## src/inc/pdt_pkg.sv

```systemverilog
/*
  Constants for the prescaled down-timer group: register offsets,
  field positions, reset values and the internal source divider.
  Assumes byte-wide registers on a plain strobe port, one clock domain.
*/
package pdt_pkg;

  // Clock of the block
  localparam int          PDT_CLK_PERIOD_NS = 4;
  localparam int          PDT_SRC_DIV       = 16;
  localparam logic [3:0]  PDT_DIV_LAST      = 4'(PDT_SRC_DIV - 1);

  // Register offsets
  localparam logic [7:0]  PDT_PRESCALER_TWELVE = 8'h20;
  localparam logic [7:0]  PDT_TIMER_ONE_COUNT  = 8'h21;
  localparam logic [7:0]  PDT_TIMER_XY_MODE    = 8'h23;
  localparam logic [7:0]  PDT_PRESCALER_X      = 8'h24;
  localparam logic [7:0]  PDT_TIMER_X          = 8'h25;
  localparam logic [7:0]  PDT_PRESCALER_Y      = 8'h26;
  localparam logic [7:0]  PDT_TIMER_Y          = 8'h27;
  localparam logic [7:0]  PDT_AUX_CONTROL      = 8'h28;
  localparam logic [7:0]  PDT_PIN_A_STATUS     = 8'h29;
  localparam logic [7:0]  PDT_IRQ_REQUEST      = 8'h3C;
  localparam logic [7:0]  PDT_IRQ_ENABLE       = 8'h3E;

  // Counter stages: index into the stage array
  localparam int PDT_ST_PRESCALER_X_COUNT  = 0;
  localparam int PDT_ST_TX    = 1;
  localparam int PDT_ST_PRESCALER_Y_COUNT  = 2;
  localparam int PDT_ST_TY    = 3;
  localparam int PDT_ST_PRESCALER_TWELVE = 4;
  localparam int PDT_ST_T1    = 5;
  localparam int PDT_STAGES   = 6;
  localparam logic [5:0][7:0] PDT_STAGE_ADDR = {
    PDT_TIMER_ONE_COUNT, PDT_PRESCALER_TWELVE, PDT_TIMER_Y,
    PDT_PRESCALER_Y, PDT_TIMER_X, PDT_PRESCALER_X};
  localparam logic [7:0]  PDT_STAGE_RESET = 8'hFF;

  // Fields of timer_xy_mode
  localparam int PDT_X_MODE_LO = 0;
  localparam int PDT_X_EDGE    = 2;
  localparam int PDT_X_STOP    = 3;
  localparam int PDT_Y_MODE_LO = 4;
  localparam int PDT_Y_EDGE    = 6;
  localparam int PDT_Y_STOP    = 7;
  localparam logic [7:0] PDT_MODE_RESET = 8'h00;

  // Operating modes of timers X and Y
  typedef enum logic [1:0] {
    PDT_M_TIMER = 2'b00,
    PDT_M_PULSE = 2'b01,
    PDT_M_EVENT = 2'b10,
    PDT_M_WIDTH = 2'b11
  } pdt_mode_t;

  // Fields of the auxiliary control register
  localparam int PDT_T1_STOP   = 0;
  localparam int PDT_Y_SRC_SUB = 1;
  localparam int PDT_LOW_SPEED = 2;
  localparam logic [2:0] PDT_AUX_RESET = 3'h0;

  // Fields of the request and enable registers
  localparam int PDT_IRQ_X_BIT  = 4;
  localparam int PDT_IRQ_Y_BIT  = 5;
  localparam int PDT_IRQ_T1_BIT = 6;
  localparam int PDT_PA_REQ_BIT = 0;
  localparam int PDT_PA_ENA_BIT = 1;

endpackage : pdt_pkg

```

## src/hw/pdt_top.sv

```systemverilog
/*
  Prescaled down-timer group: timers X, Y and 1, each behind its own
  8-bit prescaler, with mode register, request and enable registers.
  Assumes a plain strobe register port on CORE_CLK, pins that are
  asynchronous to it, and a slow sub-oscillator input level.
*/
// Behaviour
// - A stage loaded with n divides its input ticks by n plus one.
// - Each counter steps down by one on every active input tick.
// - A timer at 255 underflows and flags after 256 ticks.
// - In width mode timer X counts only while counter_pin_a is high.
// - In width mode X underflow and the end of the high level both request.
// - The internal source of the X prescaler is the core clock over 16.
// - Each timer has a stop bit; one halts it, zero lets it count.
// - In event mode timer Y counts counter_pin_b edges of a chosen polarity.
// - Underflow sets the request flag; only enabled flags interrupt.
// - In pulse mode timer X drives a square wave on counter_pin_a.
// - Prescaler 63 and timer 1 at 7 give a request every 8192 core clocks, about 32.8 us.
// - On underflow a counter reloads itself from its latch.
// - In pulse mode the pin level inverts on every timer underflow.
// - Y source select one takes the sub-oscillator; at zero the low-speed bit picks sub-oscillator over 16, else clock over 16.
`timescale 1ns/1ps
`default_nettype none

module pdt_top
  import pdt_pkg::*;
(
  // Clock and reset
  input  wire logic       CORE_CLK,
  input  wire logic       RST,
  // Register port
  input  wire logic [7:0] ADDR,
  input  wire logic [7:0] WDATA,
  input  wire logic       WR,
  input  wire logic       RD,
  output logic      [7:0] RDATA,
  // Interrupt
  output logic            IRQ,
  // Counter pin A
  input  wire logic       CNTR_A_IN,
  output logic            CNTR_A_OUT,
  output logic            CNTR_A_OE,
  // Counter pin B
  input  wire logic       CNTR_B_IN,
  output logic            CNTR_B_OUT,
  output logic            CNTR_B_OE,
  // Sub-oscillator
  input  wire logic       SUB_OSC_IN
);

  typedef struct packed {
    logic [3:0] div16;
    logic [3:0] sub_div;
    logic       a_prev;
    logic       b_prev;
    logic       sub_prev;
    logic [7:0] mode;
    logic [2:0] aux;
    logic [2:0] req;
    logic [2:0] ena;
    logic       pa_req;
    logic       pa_ena;
    logic       a_lvl;
    logic       b_lvl;
    logic       a_oe;
    logic       b_oe;
    logic [7:0] rdata;
    logic       irq;
  } pdt_core_t;

  pdt_core_t st;
  pdt_core_t next_st;

  logic [2:0]            pin_s;
  logic                  a_lvl_s;
  logic                  b_lvl_s;
  logic                  a_rise;
  logic                  a_fall;
  logic                  b_rise;
  logic                  b_fall;
  logic                  sub_rise;
  logic                  a_edge;
  logic                  b_edge;
  logic                  div_tick;
  logic                  sub16_tick;
  logic                  y_timer_src;
  logic [1:0]            x_mode;
  logic [1:0]            y_mode;
  logic                  prescaler_x_count_in;
  logic                  prescaler_y_count_in;
  logic [PDT_STAGES-1:0] stage_in;
  logic [PDT_STAGES-1:0] stage_stop;
  logic [PDT_STAGES-1:0] stage_wr;
  logic [PDT_STAGES-1:0] stage_uf;
  logic [7:0]            stage_cnt [PDT_STAGES];
  logic [2:0]            req_set;
  logic [2:0]            req_clr;
  logic                  pa_set;
  logic [7:0]            rd_mux;

  // Pins are asynchronous, so every one passes two flops first
  pdt_sync #(
    .WIDTH (3)
  ) u_sync (
    .clk  (CORE_CLK),
    .rst  (RST),
    .din  ({SUB_OSC_IN, CNTR_B_IN, CNTR_A_IN}),
    .dout (pin_s)
  );

  assign a_lvl_s = pin_s[0];
  assign b_lvl_s = pin_s[1];

  // Edges from the settled level against its last sample
  assign a_rise   = a_lvl_s & ~st.a_prev;
  assign a_fall   = ~a_lvl_s & st.a_prev;
  assign b_rise   = b_lvl_s & ~st.b_prev;
  assign b_fall   = ~b_lvl_s & st.b_prev;
  assign sub_rise = pin_s[2] & ~st.sub_prev;

  // Edge bit set picks the falling edge
  assign a_edge = st.mode[PDT_X_EDGE] ? a_fall : a_rise;
  assign b_edge = st.mode[PDT_Y_EDGE] ? b_fall : b_rise;

  // Internal sources: one tick in sixteen core clocks, or in sixteen sub-oscillator rises
  assign div_tick   = (st.div16 == PDT_DIV_LAST);
  assign sub16_tick = sub_rise & (st.sub_div == PDT_DIV_LAST);

  assign x_mode = st.mode[PDT_X_MODE_LO +: 2];
  assign y_mode = st.mode[PDT_Y_MODE_LO +: 2];

  // Timer X source: pin edges in event mode, gated clock in width mode
  always_comb begin
    if (x_mode == PDT_M_EVENT) begin
      prescaler_x_count_in = a_edge;
    end else if (x_mode == PDT_M_WIDTH) begin
      prescaler_x_count_in = div_tick & a_lvl_s;
    end else begin
      prescaler_x_count_in = div_tick;
    end
  end

  // Switching the Y source can emit a short extra tick, so software
  // must select it before loading the Y stages
  always_comb begin
    if (st.aux[PDT_Y_SRC_SUB]) begin
      y_timer_src = sub_rise;
    end else if (st.aux[PDT_LOW_SPEED]) begin
      y_timer_src = sub16_tick;
    end else begin
      y_timer_src = div_tick;
    end
  end

  // Timer Y source by mode
  always_comb begin
    if (y_mode == PDT_M_EVENT) begin
      prescaler_y_count_in = b_edge;
    end else if (y_mode == PDT_M_WIDTH) begin
      prescaler_y_count_in = y_timer_src & b_lvl_s;
    end else begin
      prescaler_y_count_in = y_timer_src;
    end
  end

  // Each timer runs off its own prescaler underflow
  assign stage_in[PDT_ST_PRESCALER_X_COUNT]  = prescaler_x_count_in;
  assign stage_in[PDT_ST_TX]    = stage_uf[PDT_ST_PRESCALER_X_COUNT];
  assign stage_in[PDT_ST_PRESCALER_Y_COUNT]  = prescaler_y_count_in;
  assign stage_in[PDT_ST_TY]    = stage_uf[PDT_ST_PRESCALER_Y_COUNT];
  assign stage_in[PDT_ST_PRESCALER_TWELVE] = div_tick;
  assign stage_in[PDT_ST_T1]    = stage_uf[PDT_ST_PRESCALER_TWELVE];

  // Stop bits halt prescaler and timer together
  assign stage_stop[PDT_ST_PRESCALER_X_COUNT]  = st.mode[PDT_X_STOP];
  assign stage_stop[PDT_ST_TX]    = st.mode[PDT_X_STOP];
  assign stage_stop[PDT_ST_PRESCALER_Y_COUNT]  = st.mode[PDT_Y_STOP];
  assign stage_stop[PDT_ST_TY]    = st.mode[PDT_Y_STOP];
  assign stage_stop[PDT_ST_PRESCALER_TWELVE] = st.aux[PDT_T1_STOP];
  assign stage_stop[PDT_ST_T1]    = st.aux[PDT_T1_STOP];

  // All six counter stages share one implementation
  for (genvar g = 0; g < PDT_STAGES; g++) begin : g_stage
    assign stage_wr[g] = WR && (ADDR == PDT_STAGE_ADDR[g]);

    pdt_stage #(
      .WIDTH (8)
    ) u_stage (
      .clk   (CORE_CLK),
      .rst   (RST),
      .tick  (stage_in[g]),
      .stop  (stage_stop[g]),
      .load  (stage_wr[g]),
      .wdata (WDATA),
      .count (stage_cnt[g]),
      .uflow (stage_uf[g])
    );
  end

  // Hardware events for the request flags
  assign req_set[0] = stage_uf[PDT_ST_TX];
  assign req_set[1] = stage_uf[PDT_ST_TY];
  assign req_set[2] = stage_uf[PDT_ST_T1];
  assign pa_set     = a_fall && (x_mode == PDT_M_WIDTH);

  // Write one clears a request flag
  always_comb begin
    req_clr = 3'h0;
    if (WR && ADDR == PDT_IRQ_REQUEST) begin
      req_clr = WDATA[PDT_IRQ_X_BIT +: 3];
    end
  end

  // Read multiplexer; unmapped offsets read as zero
  always_comb begin
    rd_mux = 8'h00;
    for (int i = 0; i < PDT_STAGES; i++) begin
      if (ADDR == PDT_STAGE_ADDR[i]) begin
        rd_mux = stage_cnt[i];
      end
    end
    case (ADDR)
      PDT_TIMER_XY_MODE: begin
        rd_mux = st.mode;
      end
      PDT_AUX_CONTROL: begin
        rd_mux = {5'h00, st.aux};
      end
      PDT_PIN_A_STATUS: begin
        rd_mux = {6'h00, st.pa_ena, st.pa_req};
      end
      PDT_IRQ_REQUEST: begin
        rd_mux = {1'b0, st.req, 4'h0};
      end
      PDT_IRQ_ENABLE: begin
        rd_mux = {1'b0, st.ena, 4'h0};
      end
      default: begin
        rd_mux = rd_mux;
      end
    endcase
  end

  // Next state of the core
  always_comb begin
    next_st          = st;
    next_st.div16    = st.div16 + 4'h1;
    next_st.a_prev   = a_lvl_s;
    next_st.b_prev   = b_lvl_s;
    next_st.sub_prev = pin_s[2];
    if (sub_rise) begin
      next_st.sub_div = st.sub_div + 4'h1;
    end

    // Control register writes
    if (WR) begin
      case (ADDR)
        PDT_TIMER_XY_MODE: begin
          next_st.mode = WDATA;
        end
        PDT_AUX_CONTROL: begin
          next_st.aux = WDATA[2:0];
        end
        PDT_IRQ_ENABLE: begin
          next_st.ena = WDATA[PDT_IRQ_X_BIT +: 3];
        end
        PDT_PIN_A_STATUS: begin
          next_st.pa_ena = WDATA[PDT_PA_ENA_BIT];
        end
        default: begin
          next_st.mode = next_st.mode;
        end
      endcase
    end

    // Set beats clear so a same-cycle event is kept
    next_st.req = (st.req & ~req_clr) | req_set;
    next_st.pa_req = st.pa_req;
    if (WR && ADDR == PDT_PIN_A_STATUS && WDATA[PDT_PA_REQ_BIT]) begin
      next_st.pa_req = 1'b0;
    end
    if (pa_set) begin
      next_st.pa_req = 1'b1;
    end

    // Pins idle high; in pulse mode they toggle at each underflow
    if (x_mode != PDT_M_PULSE) begin
      next_st.a_lvl = 1'b1;
    end else if (stage_uf[PDT_ST_TX]) begin
      next_st.a_lvl = ~st.a_lvl;
    end
    if (y_mode != PDT_M_PULSE) begin
      next_st.b_lvl = 1'b1;
    end else if (stage_uf[PDT_ST_TY]) begin
      next_st.b_lvl = ~st.b_lvl;
    end
    next_st.a_oe = (next_st.mode[PDT_X_MODE_LO +: 2] == PDT_M_PULSE);
    next_st.b_oe = (next_st.mode[PDT_Y_MODE_LO +: 2] == PDT_M_PULSE);

    // Read data stands one cycle only
    next_st.rdata = RD ? rd_mux : 8'h00;

    // Level interrupt from any enabled flag
    next_st.irq = |(next_st.req & next_st.ena) | (next_st.pa_req & next_st.pa_ena);
  end

  // State register; edge history starts low like the synchroniser, so a
  // pin that idles high shows one rising edge after reset, harmless while
  // the modes still hold their timer value
  always_ff @(posedge CORE_CLK or posedge RST) begin
    if (RST) begin
      st       <= '0;
      st.mode  <= PDT_MODE_RESET;
      st.aux   <= PDT_AUX_RESET;
      st.a_lvl <= 1'b1;
      st.b_lvl <= 1'b1;
      st.a_prev <= 1'b0;
    end else begin
      st <= next_st;
    end
  end

  // Outputs straight from the state register
  assign RDATA      = st.rdata;
  assign IRQ        = st.irq;
  assign CNTR_A_OUT = st.a_lvl;
  assign CNTR_A_OE  = st.a_oe;
  assign CNTR_B_OUT = st.b_lvl;
  assign CNTR_B_OE  = st.b_oe;

endmodule : pdt_top

`default_nettype wire

```

## src/hw/pdt_sync.sv

```systemverilog
/*
  Two-flop synchroniser for a group of pin levels.
  Assumes each bit is an independent slow level from outside the clock.
*/
`timescale 1ns/1ps
`default_nettype none

module pdt_sync
  import pdt_pkg::*;
#(
  parameter int WIDTH = 3
) (
  // Clock and reset
  input  wire logic             clk,
  input  wire logic             rst,
  // Levels
  input  wire logic [WIDTH-1:0] din,
  output logic      [WIDTH-1:0] dout
);

  typedef struct packed {
    logic [WIDTH-1:0] meta;
    logic [WIDTH-1:0] stable;
  } pdt_sync_t;

  pdt_sync_t st;
  pdt_sync_t next_st;

  // First stage feeds only the second
  always_comb begin
    next_st        = st;
    next_st.meta   = din;
    next_st.stable = st.meta;
  end

  // State register
  always_ff @(posedge clk or posedge rst) begin
    if (rst) begin
      st <= '0;
    end else begin
      st <= next_st;
    end
  end

  assign dout = st.stable;

endmodule : pdt_sync

`default_nettype wire

```

## src/hw/pdt_stage.sv

```systemverilog
/*
  One reloading 8-bit down-counter with latch, used for every
  prescaler and timer. Assumes tick and load are same-clock pulses.
*/
`timescale 1ns/1ps
`default_nettype none

module pdt_stage
  import pdt_pkg::*;
#(
  parameter int WIDTH = 8
) (
  // Clock and reset
  input  wire logic             clk,
  input  wire logic             rst,
  // Count control
  input  wire logic             tick,
  input  wire logic             stop,
  // Software write
  input  wire logic             load,
  input  wire logic [WIDTH-1:0] wdata,
  // State out
  output logic      [WIDTH-1:0] count,
  output logic                  uflow
);

  typedef struct packed {
    logic [WIDTH-1:0] latch;
    logic [WIDTH-1:0] count;
  } pdt_stage_t;

  pdt_stage_t st;
  pdt_stage_t next_st;

  // Zero reached on an active tick; chained stage sees it same cycle
  assign uflow = tick & ~stop & (st.count == '0);

  // Load, decrement and reload
  always_comb begin
    next_st = st;
    if (tick && !stop) begin
      if (uflow) begin
        next_st.count = st.latch;
      end else begin
        next_st.count = st.count - 1'b1;
      end
    end
    if (load) begin
      next_st.latch = wdata;
      if (stop) begin
        next_st.count = wdata;
      end
    end
  end

  // State register
  always_ff @(posedge clk or posedge rst) begin
    if (rst) begin
      st <= {WIDTH'(PDT_STAGE_RESET), WIDTH'(PDT_STAGE_RESET)};
    end else begin
      st <= next_st;
    end
  end

  assign count = st.count;

endmodule : pdt_stage

`default_nettype wire

```

## config.mk

```make
export PLATFORM = sky130hd
export DESIGN_NAME = pdt_top
export DESIGN_NICKNAME = d
export VERILOG_FILES = /design/src/inc/pdt_pkg.sv /design/src/hw/pdt_top.sv /design/src/hw/pdt_sync.sv /design/src/hw/pdt_stage.sv
export SDC_FILE = /design/constraint.sdc
export NUM_CORES = 1
export LEC_CHECK = 0
export BUFFER_PORTS_ARGS = -buffer_cell sky130_fd_sc_hd__buf_4
export CAP_MARGIN = 20
export CORE_UTILIZATION = 52
export DETAILED_ROUTE_END_ITERATION = 16
export PLACE_DENSITY_LB_ADDON = 0.2
export SETUP_SLACK_MARGIN = 0.4
export SYNTH_ARGS = -nofsm -noshare
export SYNTH_HDL_FRONTEND = slang
export SYNTH_SLANG_ARGS = --single-unit
```

## constraint.sdc

```tcl
create_clock -name CORE_CLK -period 4.15 [get_ports CORE_CLK]
set_clock_uncertainty 0.2 [all_clocks]
set_input_delay 0.6225 -clock CORE_CLK [delete_from_list [all_inputs] [get_ports CORE_CLK]]
set_output_delay 0.6225 -clock CORE_CLK [all_outputs]
set_load 0.02 [all_outputs]
```

* Word-level counts from Yosys, hierarchy flattened
Index checks and enable logic that the tools add are counted.
** Operators by class
- Reduce and logical (&&, ||, !) cells :: 30
- Add/subtract/negate cells :: 8
- Bitwise logic cells :: 36
- Equal/unequal tests :: 21
- Mux-type cells :: 54
** Operator list (count)
- $mux W8 :: 31
- $eq A8 B6 Y1 const B :: 11
- $logic_not A8 Y1 :: 6
- $sub A8 B1 Y8 const B :: 6
- $pmux W8 S5 :: 1
- $and A1 B1 Y1 :: 21
- $logic_and A1 B1 Y1 :: 16
- $mux W1 :: 16
- $mux W3 :: 4
- $not A1 Y1 :: 10
- $mux W9 :: 1
- $add A4 B1 Y4 const B :: 2
- $eq A2 B2 Y1 const B :: 4
- $eq A4 B4 Y1 const B :: 2
- $and A3 B3 Y3 :: 2
- $mux W6 :: 1
- $eq A2 B1 Y1 const B :: 2
- $ne A2 B1 Y1 const B :: 2
- $reduce_and A2 Y1 :: 2
- $reduce_bool A2 Y1 :: 2
- $logic_not A1 Y1 :: 3
- $not A3 Y3 :: 1
- $or A3 B3 Y3 :: 1
- $reduce_or A3 Y1 :: 1
- $or A1 B1 Y1 :: 1
** Storage, ports and cells
- Bits of input ports :: 23
- Logic and storage cells :: 181
- Bits in registers :: 145

* Longest topological paths before layout
Gate-level depths: netlist (run 1).
- Word-level depth :: 16
- Mapped depth :: 8
- Depth with buffers taken out :: 7

* Modules after synthesis
From an unflattened synthesis (run 1), not the netlist that was laid out.
** Second synthesis, totals
- Cell total of the unflattened synthesis :: 850
- Area total of the unflattened synthesis :: 8779.7 um2
** Modules (own cells, without submodules)
- pdt_stage :: cells an instance 102, area each 1018.5 um2, instances 6
- pdt_top :: cells an instance 231, area each 2514.9 um2, instances 1
- pdt_sync :: cells an instance 7, area each 153.9 um2, instances 1

* Least setup slack after synthesis (run 1)
Ideal clock, no wire load.
- Path type :: input port to flip-flop
- Start :: input ADDR[3]
- End :: register st, in the netlist IRQ
- Arrival :: 2.189 ns
- Stages :: 6
- Data required time :: 3.821 ns
- Path slack :: 1.632 ns
- Path through :: clkbuf_1 -> and3_1 -> and3_1 -> mux2_2 -> a21boi_0 -> a2111o_1
** RTL lines
- start: declaration :: RTL line pdt_top.sv:32 : input wire logic [7:0] ADDR,
- end signal: assignment :: RTL line pdt_top.sv:319 : st <= next_st;
- end: declaration :: RTL line pdt_top.sv:71 : pdt_core_t st;

==> impl_metrics.tcl, run 1 <==
set metrics [dict create \
    criticalPathCategory "flop to flop" \
    slew_viol_final 0 \
    min_path_type "input pin to flop" \
    synthArstFlopShare_pct 100 \
    period_needed_ns 2.90 \
    path_delay_family "compound AO/OA/AOI/OAI gates" \
    r2r-start "st[39]$_DFF_PP0_" \
    setup_violations 0 \
    p_per_area_nw_per_um2 452 \
    hp-start "CNTR_B_IN" \
    clk_latency_ns 0.43 \
    numCtsBuffers 17 \
    avgSynthCellArea_um2 10.1 \
    die_y_um 124 \
    fin_nets 816 \
    synth_area_um2 7800 \
    cp-start-kind "flop" \
    r2r_cells 6 \
    cts.sinks 145 \
    end_kind "flop" \
    postSynthNetCount 802 \
    critPathRequiredTime_ns 4.30 \
    min_delay_path_depth 1 \
    dieArea_um2 15500 \
    maxCapViolCount 0 \
    relSlewSlack_pct 43.4 \
    cts_resized 0 \
    cpMaxStageDelayCell "a211oi_1" \
    start_util_pct 53.5 \
    totalWireLength_um 22100 \
    grt_max_degree 112 \
    core_um2 14600 \
    p_total_uw 3990 \
    r2r_setup_slack_ns 1.25 \
    grt_pass1_wl_um 35300 \
    dieWidth_um 124 \
    synth_seq_cells 145 \
    worst_pin_slew_ns 0.844 \
    portBuffers 35 \
    fin_crit_sh_pct 70.0 \
    place_hpwl_um 15300 \
    r2r_end "g_stage[1].u_stage.count[2]$_DFF_PP1_" \
    tritoncts "yes" \
    wl_per_cell_um 22.5 \
    globalRouteOverflowTotal 0 \
    track_usage_pct 29.8 \
    grt_pass1_vias 6286 \
    drc_errors 0 \
    ys_seq_area_share_pct 48.1 \
    drive_above_1_share_pct 30.2 \
    clock_path_buffers 2 \
    syn_inst 771 \
    drt_iter0_drc 649 \
    min_to "u_sync.next_st[1]$_DFF_PP0_" \
    crit_buf_inv 0 \
    io_pins 36 \
    gp_congestion 0.929 \
    clock.fmax_mhz 344 \
    synth_cell_types 70 \
    antenna_left 0 \
    finalHoldViolCount 0 \
    fillers 1232 \
    htreeDepth 4 \
    area_growth_pct 13.4 \
    setup_tns_ns 0 \
    clkTransAtPathRegs_ns 0.06 \
    rows 44 \
    via_count 6399 \
    diodes 0 \
    yosysWarnings 0 \
    cts_setup_buffers 0 \
    cts_hold_buf 0 \
    outcome "completed" \
    crit_fanout 14 \
    antenna_found_initial 0 \
    crit_chain "ha_1 > nand3_1 > a211oi_1 > o21ai_2 > or4_1 > a31oi_1" \
    p_leak_uw 0.00345 \
    cpPeakStageDelay_ns 0.77 \
    peakVddDrop_uv 302 \
    ys.flop_type "dfstp_2" \
    grt_setup_unrepaired "false" \
    ctsRootBufferMaster "clkbuf_16" \
    synth_enable_flop_cells 0 \
    first_pass_iters 5 \
    routed_via_density 6.52 \
    arrival_ns 3.05 \
]
layer usage:
layer  vias up  track usage, %  wire length (um)
met2       267            44.8              9940
met3        60            6.79              1490
met4         0            13.5               798
met1      3199            40.9              9870
li1       2873               -                 -
met5         -               0                 0
worst reg2reg max path: stages, from the launching register on:
cell and delay, ns:
dfrtp_1 0.38, ha_1 0.23, nand3_1 0.23, a211oi_1 0.77, o21ai_2 0.31, or4_1 0.53
a31oi_1 0.18
synthesized netlist by cell type (9+ instances only):
master / n / area (um^2)
dfstp_2: 98 / 2570
nand2_1: 75 / 282
o21ai_0: 63 / 315
nor2_1: 50 / 188
dfrtp_1: 47 / 1180
mux2_2: 43 / 484
inv_1: 37 / 139
a21oi_1: 31 / 155
clkbuf_1: 26 / 97.6
nand3_1: 19 / 95.1
nor3_1: 19 / 95.1
a31oi_1: 18 / 113
a22oi_1: 16 / 120
buf_2: 11 / 55.1
o31ai_1: 11 / 82.6
nor4_1: 10 / 62.6
o22ai_1: 10 / 62.6
and3_1: 9 / 56.3
buf_4: 9 / 67.6
mux2i_1: 9 / 90.1
nand4_1: 9 / 56.3
o211ai_1: 9 / 67.6
or4_1: 9 / 67.6
layout by cell type, fill, tap and decap left out, drive strengths merged, types with 5 or more instances in the layout:
master  Yosys  routed
mux2i       9       9
nor3       22      22
nor2       50      50
buf        21      43
ha          8       8
nand4       9       9
clkbuf     27      20
a211oi      6       6
nand3      20      20
o31ai      11      11
o211ai      9       9
dfrtp      47      47
nor4       12      12
o21ai      65      65
or3         8       8
a22oi      16      16
mux2       43      43
nor2b       5       5
or4         9       9
and3        9       9
inv        37      38
nand2      76      76
xor2        5       5
a31oi      18      18
a21boi      7       7
mux4        8       8
xnor2       8       8
a21oi      31      31
dfstp      98      98
bufinv      0       7
o22ai      10      10
cell type report:
class | count | area [um^2] | area share (%)
Clock buffer | 20 | 437 | 4.94
Clock inverter | 12 | 253 | 2.86
Inverter | 37 | 143 | 1.61
Multi-Input combinational cell | 541 | 3690 | 41.8
Sequential cell | 145 | 3750 | 42.4
Tap cell | 184 | 230 | 2.60
Timing Repair Buffer | 43 | 335 | 3.79
registers in the layout (all words and copies together) (netlist names):
signal	cells
CNTR_A_OE	1
CNTR_B_OUT	1
g_stage.u_stage.st	48
st	30
CNTR_A_OUT	1
u_sync.next_st	3
CNTR_B_OE	1
g_stage.u_stage.count	48
IRQ	1
RDATA	8
u_sync.dout	3
power breakdown:
group / switching (uW) / internal, uW / leakage [uW] / total, uW
logic: 269 / 198 / 0.00150 / 467
clock network: 601 / 1190 / 0.000329 / 1790
registers: 148 / 1590 / 0.00162 / 1730
total: 1020 / 2980 / 0.00345 / 3990
cell families (layout without fill, tap and decap cells):
kind of cell	count (synthesis)	count (layout)	share of synthesized area (%)
simple gates	250	250	16.8
compound gates	210	210	18.0
flops	145	145	48.1
buf+inv	85	112	4.72
mux	60	60	9.67
xor+xnor	13	13	1.46
fa+ha+maj	8	8	1.28
stage by stage:
| stage | setup slack [ns] | std cells | util, % | instance area [um^2] | hold slack [ns] |
|---|---|---|---|---|---|
| finish | 1.25 | 982 | 60.6 | 8840 | 0.0990 |
| global route | 1.10 | 982 | 60.6 | 8840 | 0.0871 |
| CTS | 1.27 | 982 | 60.6 | 8840 | 0.0879 |
| detailed placement | 1.12 | 950 | 55.9 | 8150 | 0.138 |
| global placement | 1.19 | 950 | 55.9 | 8150 | 0.134 |
| floorplan | 1.59 | 771 | - | 7800 | 0.131 |
how the worst max path moves through the flow:
stage | startpoint | endpoint | slack, ns | cells past startpoint
floorplan | RST | CNTR_A_OE$_DFF_PP0_ | 1.59 | 1
global placement | ADDR[4] | st[26]$_DFFE_PP0P_ | 1.19 | 5
detailed placement | ADDR[4] | g_stage[3].u_stage.count[4]$_DFF_PP1_ | 1.12 | 6
CTS | st[39]$_DFF_PP0_ | g_stage[1].u_stage.count[2]$_DFF_PP1_ | 1.27 | 6
global route | st[39]$_DFF_PP0_ | g_stage[1].u_stage.count[2]$_DFF_PP1_ | 1.10 | 6
finish | st[39]$_DFF_PP0_ | g_stage[1].u_stage.count[2]$_DFF_PP1_ | 1.25 | 6
(Power assumes the default switching activity.)
==> inputs of run 2 (changes only) <==
ABC_AREA = 1   (was default)
clock period = 2.46 ns   (was 4.15 ns; I/O delays follow)
==> impl_metrics.tcl, run 2 <==
set metrics [dict create \
    tritoncts "yes" \
    fin_nets 1148 \
    start_util_pct 53.1 \
    die_y_um 126 \
    clock_path_buffers 2 \
    arrival_ns 2.17 \
    criticalPathCategory "flop to flop" \
    cp-start-kind "flop" \
    cpPeakStageDelay_ns 0.39 \
    synth.largest_area_cell "dfstp_2" \
    crit_fanout 7 \
    min_path_type "input pin to flop" \
    peakVddDrop_uv 460 \
    grt_pass1_vias 6901 \
    grt_pass1_wl_um 37400 \
    routed_via_density 5.56 \
    crit_chain "ha_4 > nand2_4 > nor2_4 > nand2_2 > nand2_2 > nand3_4 > nor2_4 > buf_6 > nand2_2 > o21ai_2 > a21oi_1 > nor2_1" \
    outcome "completed" \
    globalRouteOverflowTotal 0 \
    p_per_area_nw_per_um2 683 \
    synth_seq_cells 145 \
    first_pass_iters 6 \
    r2r_cells 12 \
    finalHoldViolCount 0 \
    layout_common_cells "nand2_1 (248), o21ai_0 (114), inv_1 (108), dfstp_2 (98), buf_4 (78)" \
    p_total_uw 6670 \
    gp_congestion 0.947 \
    p_leak_uw 0.00431 \
    min_delay_path_depth 3 \
    via_count 7329 \
    wl_met3_um 1560 \
    place_hpwl_um 16800 \
    ys.flop_type "dfstp_2" \
    dieWidth_um 126 \
    setup_tns_ns 0 \
    drc_errors 0 \
    track_usage_pct 31.1 \
    rows 45 \
    yosysWarnings 0 \
    synth_enable_flop_cells 0 \
    clock.fmax_mhz 500 \
    synth_area_um2 8050 \
    cp_common_cell "nand2_2" \
    slew_viol_final 0 \
    final_common_cell "nand2_1" \
    worst_pin_slew_ns 0.608 \
    drt-met1-wl_um 10300 \
    clkTransAtPathRegs_ns 0.06 \
    maxCapViolCount 0 \
    yosysMostFrequentCell "nand2_1" \
    antenna_found_initial 0 \
    yosys-top-cells-area "dfstp_2 (32%), dfrtp_1 (15%), nand2_1 (13%)" \
    avgSynthCellArea_um2 7.78 \
    period_needed_ns 2.00 \
    synthArstFlopShare_pct 100 \
    postSynthNetCount 1065 \
    grt_max_degree 69 \
    antenna_left 0 \
    wl_per_cell_um 18.3 \
    grt_setup_unrepaired "true" \
    portBuffers 35 \
    synth_common_cells "nand2_1 (268), o21ai_0 (122), inv_1 (116)" \
    synth_cell_types 45 \
    end_kind "flop" \
    drt_iter0_drc 620 \
    area_growth_pct 21.5 \
    cts.sinks 145 \
    syn_inst 1034 \
    ys_seq_area_share_pct 46.6 \
    io_pins 36 \
    dieArea_um2 16000 \
    fin_crit_sh_pct 81.4 \
    drive_above_1_share_pct 27.4 \
    diodes 0 \
    critPathRequiredTime_ns 2.63 \
    htreeDepth 4 \
    synth_top_area_share_pct 32.0 \
    numCtsBuffers 17 \
    fillers 1321 \
    totalWireLength_um 24100 \
    core_um2 15100 \
    ctsRootBufferMaster "clkbuf_16" \
    cpMaxStageDelayCell "dfrtp_1" \
    top_layer "met4" \
    relSlewSlack_pct 59.4 \
    clk_latency_ns 0.43 \
    setup_violations 0 \
    wl_met2_um 11200 \
]
[run 2: cell types whose count changed in the layout (fill, tap and decap cells not counted), sizes merged, moves of 13 or more]
cell,delta
xor2,+20
o21ai,+64
nand3,+54
a31oi,-13
buf,+45
nor2,+47
nand2,+194
mux2,-42
inv,+87
a22oi,-16
a21oi,+13
[run 2: kinds of logic (layout without fill, tap and decap cells)]
group                    Yosys count  count (layout)  synth area share [%]
buffers and inverters            154             250                  7.76
XOR/XNOR                          27              27                  2.94
AO/OA/AOI/OAI                    220             220                  15.1
adder cells (fa/ha/maj)            8               8                  1.24
multiplexers                       1               1                 0.140
AND/OR/NAND/NOR                  479             479                  26.2
flip-flops                       145             145                  46.6
[run 2: final cells by class]
type / instances / area, um^2 / area share [%]
clock buffers: 21 / 450 / 4.61
clock inverters: 11 / 154 / 1.57
inverters: 125 / 479 / 4.90
multi-input cells: 735 / 3940 / 40.3
flip-flops and latches: 145 / 3750 / 38.4
well taps: 188 / 235 / 2.41
repair buffers: 93 / 766 / 7.83
[run 2: per-layer routing]
layer  track usage, %  vias up
met5                0        -
met4             14.1        0
met3             6.62       63
met2             49.8      243
met1             40.6     3455
li1                 -     3568
[run 2: what timing repair did]
action | 4_1_cts | 5_1_grt
resized for setup | 19 | 76
pin swaps | 4 | 30
buffers inserted | 6 | 14
hold endpoints to repair | 10 | 0
hold buffers | 5 | 0
endpoints found under the setup margin | 40 | 50
[run 2: final timing paths]
| check | start | endpoint | slack [ns] |
|---|---|---|---|
| worst max-delay path | st[40]$_DFF_PP0_ | g_stage[0].u_stage.count[0]$_DFF_PP1_ | 0.46 |
| worst min-delay path | WDATA[7] | g_stage[3].u_stage.count[7]$_DFF_PP1_ | 0.03 |
| worst max register to register | st[40]$_DFF_PP0_ | g_stage[0].u_stage.count[0]$_DFF_PP1_ | 0.46 |
| worst min register to register | u_sync.next_st[1]$_DFF_PP0_ | u_sync.dout[1]$_DFF_PP0_ | 0.15 |
| max in group asynchronous | RST | g_stage[2].u_stage.count[5]$_DFF_PP1_ | 1.01 |
| min in group asynchronous | RST | st[37]$_DFFE_PP0N_ | 0.30 |
[run 2: report_power, final]
group	internal (uW)	leakage [uW]	total (uW)	switching, uW
clock network	1630	0.000289	2690	1050
logic	415	0.00243	1050	632
registers	2720	0.00159	2940	216
[run 2: stage by stage]
step / std cells / area, um^2 / util (%) / setup slack [ns] / hold WS, ns
6_report: 1318 / 9780 / 64.5 / 0.459 / 0.0276
5_1_grt: 1318 / 9780 / 64.5 / 0.342 / 0.0308
4_1_cts: 1304 / 9440 / 62.3 / 0.402 / 0.0102
3_5_place_dp: 1261 / 8670 / 57.2 / 0.0611 / 0.135
3_3_place_gp: 1261 / 8670 / 57.2 / 0.129 / 0.132
2_1_floorplan: 1034 / 8050 / - / 0.152 / 0.131
[run 2: worst max-delay path: cells and delay by family, from the launching register on]
kind                     cells  cell delay [ns]
flip-flops                   1             0.39
AO/OA/AOI/OAI                2             0.13
AND/OR/NAND/NOR              8             0.86
adder cells (fa/ha/maj)      1             0.17
buffers and inverters        1             0.17
==> inputs of run 3 (changes only) <==
clock period = 1.8 ns   (was 2.46 ns; I/O delays follow)
==> impl_metrics.tcl, run 3 (same netlist as run 2, synthesis figures left out) <==
set metrics [dict create \
    p_per_area_nw_per_um2 844 \
    grt_pass1_wl_um 42400 \
    dieWidth_um 126 \
    worst_pin_slew_ns 0.550 \
    ctsRootBufferMaster "clkbuf_16" \
    clock.fmax_mhz 490 \
    totalWireLength_um 28000 \
    wl_per_cell_um 19.0 \
    fin_crit_sh_pct 113 \
    slew_viol_final 0 \
    fin_util_pct 78.6 \
    min_path_type "input pin to flop" \
    top_layer "met4" \
    end_kind "flop" \
    setup_tns_ns -7.26 \
    p_total_uw 10000 \
    cpPeakStageDelay_ns 0.40 \
    crit_fanout 7 \
    area_growth_pct 47.9 \
    antenna_found_initial 0 \
    p_leak_uw 0.00536 \
    drt_iter0_drc 891 \
    start_util_pct 53.1 \
    drive_above_1_share_pct 43.8 \
    criticalPathCategory "flop to flop" \
    period_needed_ns 2.04 \
    via_count 8387 \
    die_y_um 126 \
    peakVddDrop_uv 634 \
    wl_met2_um 13400 \
    finalHoldViolCount 0 \
    setup_ws_ns -0.241 \
    gp_congestion 0.938 \
    grt_max_degree 66 \
    rows 45 \
    portBuffers 35 \
    htreeDepth 4 \
    relSlewSlack_pct 63.3 \
    layout_common_cells "nand2_1 (229), buf_4 (175), dfstp_2 (98), inv_1 (88), nor2_1 (70)" \
    maxCapViolCount 0 \
    clkTransAtPathRegs_ns 0.06 \
    violations "negative setup slack" \
    place_ws_ns -0.294 \
    wl_met3_um 2000 \
    core_um2 15100 \
    clock_path_buffers 2 \
    setup_violations 52 \
    cpMaxStageDelayCell "dfrtp_1" \
    cp-start-kind "flop" \
    crit_chain "ha_4 > nand2_4 > nor2_4 > buf_4 > a21oi_4 > nor2_4 > nand3_4 > buf_4 > a21oi_1 > nand2_1 > o21ai_1" \
    drt-met1-wl_um 11200 \
    io_pins 36 \
    drc_errors 0 \
    diodes 0 \
    place_hpwl_um 19200 \
    critPathRequiredTime_ns 1.96 \
    arrival_ns 2.21 \
    track_usage_pct 35.2 \
    dieArea_um2 16000 \
    path_delay_family "simple AND/OR/NAND/NOR gates" \
    antenna_left 0 \
    r2r_setup_slack_ns -0.24 \
    cts.sinks 145 \
    final_common_cell "nand2_1" \
    outcome "complete, but fails checks" \
    numCtsBuffers 17 \
    tritoncts "yes" \
    fillers 1015 \
    globalRouteOverflowTotal 0 \
    fin_nets 1298 \
    grt_setup_unrepaired "true" \
    routed_via_density 5.71 \
    first_pass_iters 6 \
    grt_pass1_vias 8058 \
    crit_buf_inv 2 \
    clk_latency_ns 0.43 \
]
-- run 3: changes by cell type in the layout (fill, tap and decap cells not counted), moves of 13 or more --
cell / before / now
buf_4: 78 / 175
o21ai_1: 12 / 68
o21ai_0: 114 / 38
nand2_1: 248 / 229
a21oi_1: 39 / 24
inv_1: 108 / 88
o21ai_2: 3 / 21
buf_6: 8 / 38
a21oi_2: 5 / 18
nand3_4: 2 / 15
nand3_1: 60 / 46
-- run 3: repair_timing --
item                                   4_1_cts  5_1_grt
cloned                                       3        2
resized for setup                          107       76
pin swaps                                   38       33
setup endpoints to repair                   92      106
setup buffers                               11       13
hold buffers                                12        0
endpoints found under the hold margin       85        0
-- run 3: area by class of cell --
cell class	instances	area [um^2]	area share, %
clock buffers	18	439	3.69
clock inverters	14	203	1.70
inverters	125	518	4.35
multi-input cells	737	4610	38.7
flip-flops and latches	145	3750	31.5
well taps	188	235	1.98
repair buffers	240	2140	18.0
repair inverters	1	8.76	0.0736
-- run 3: report_power, final --
part / total, uW / switching [uW] / internal, uW
combinational: 2260 / 1270 / 997
clock: 3840 / 1460 / 2380
sequential: 3950 / 229 / 3720
total: 10000 / 2950 / 7090
-- run 3: path summary, 6_finish.rpt --
| kind | start | end | cells past startpoint |
|---|---|---|---|
| worst max-delay path | st[40]$_DFF_PP0_ | g_stage[1].u_stage.count[0]$_DFF_PP1_ | 11 |
| worst min-delay path | WDATA[3] | g_stage[5].u_stage.st[11]$_DFFE_PP1P_ | 3 |
| worst max register to register | st[40]$_DFF_PP0_ | g_stage[1].u_stage.count[0]$_DFF_PP1_ | 11 |
| worst min register to register | u_sync.next_st[2]$_DFF_PP0_ | u_sync.dout[2]$_DFF_PP0_ | 0 |
| max in group asynchronous | RST | g_stage[5].u_stage.st[10]$_DFFE_PP1P_ | 4 |
| min in group asynchronous | RST | st[24]$_DFF_PP0_ | 3 |
-- run 3: through the flow --
stage,instances,instance area [um^2],hold slack [ns]
5_1_grt,1468,11900,0.0500
3_3_place_gp,1395,10300,-0.0122
6_report,1468,11900,0.0613
4_1_cts,1453,11500,0.0474
2_1_floorplan,1034,8690,0.101
3_5_place_dp,1395,10300,-0.0120
-- run 3: layer usage --
| layer | vias to the layer above | global-route usage (%) |
|---|---|---|
| met4 | 0 | 18.4 |
| met2 | 376 | 57.4 |
| met1 | 4018 | 44.9 |
| met3 | 93 | 6.54 |
| li1 | 3900 | - |
| met5 | - | 0 |
-- run 3: worst reg2reg max path, cell delays in order, from the launching register on --
cell and delay [ns]:
dfrtp_1 0.40, ha_4 0.17, nand2_4 0.07, nor2_4 0.12, buf_4 0.14, a21oi_4 0.05, nor2_4 0.19, nand3_4 0.17
buf_4 0.18, a21oi_1 0.11, nand2_1 0.08, o21ai_1 0.08
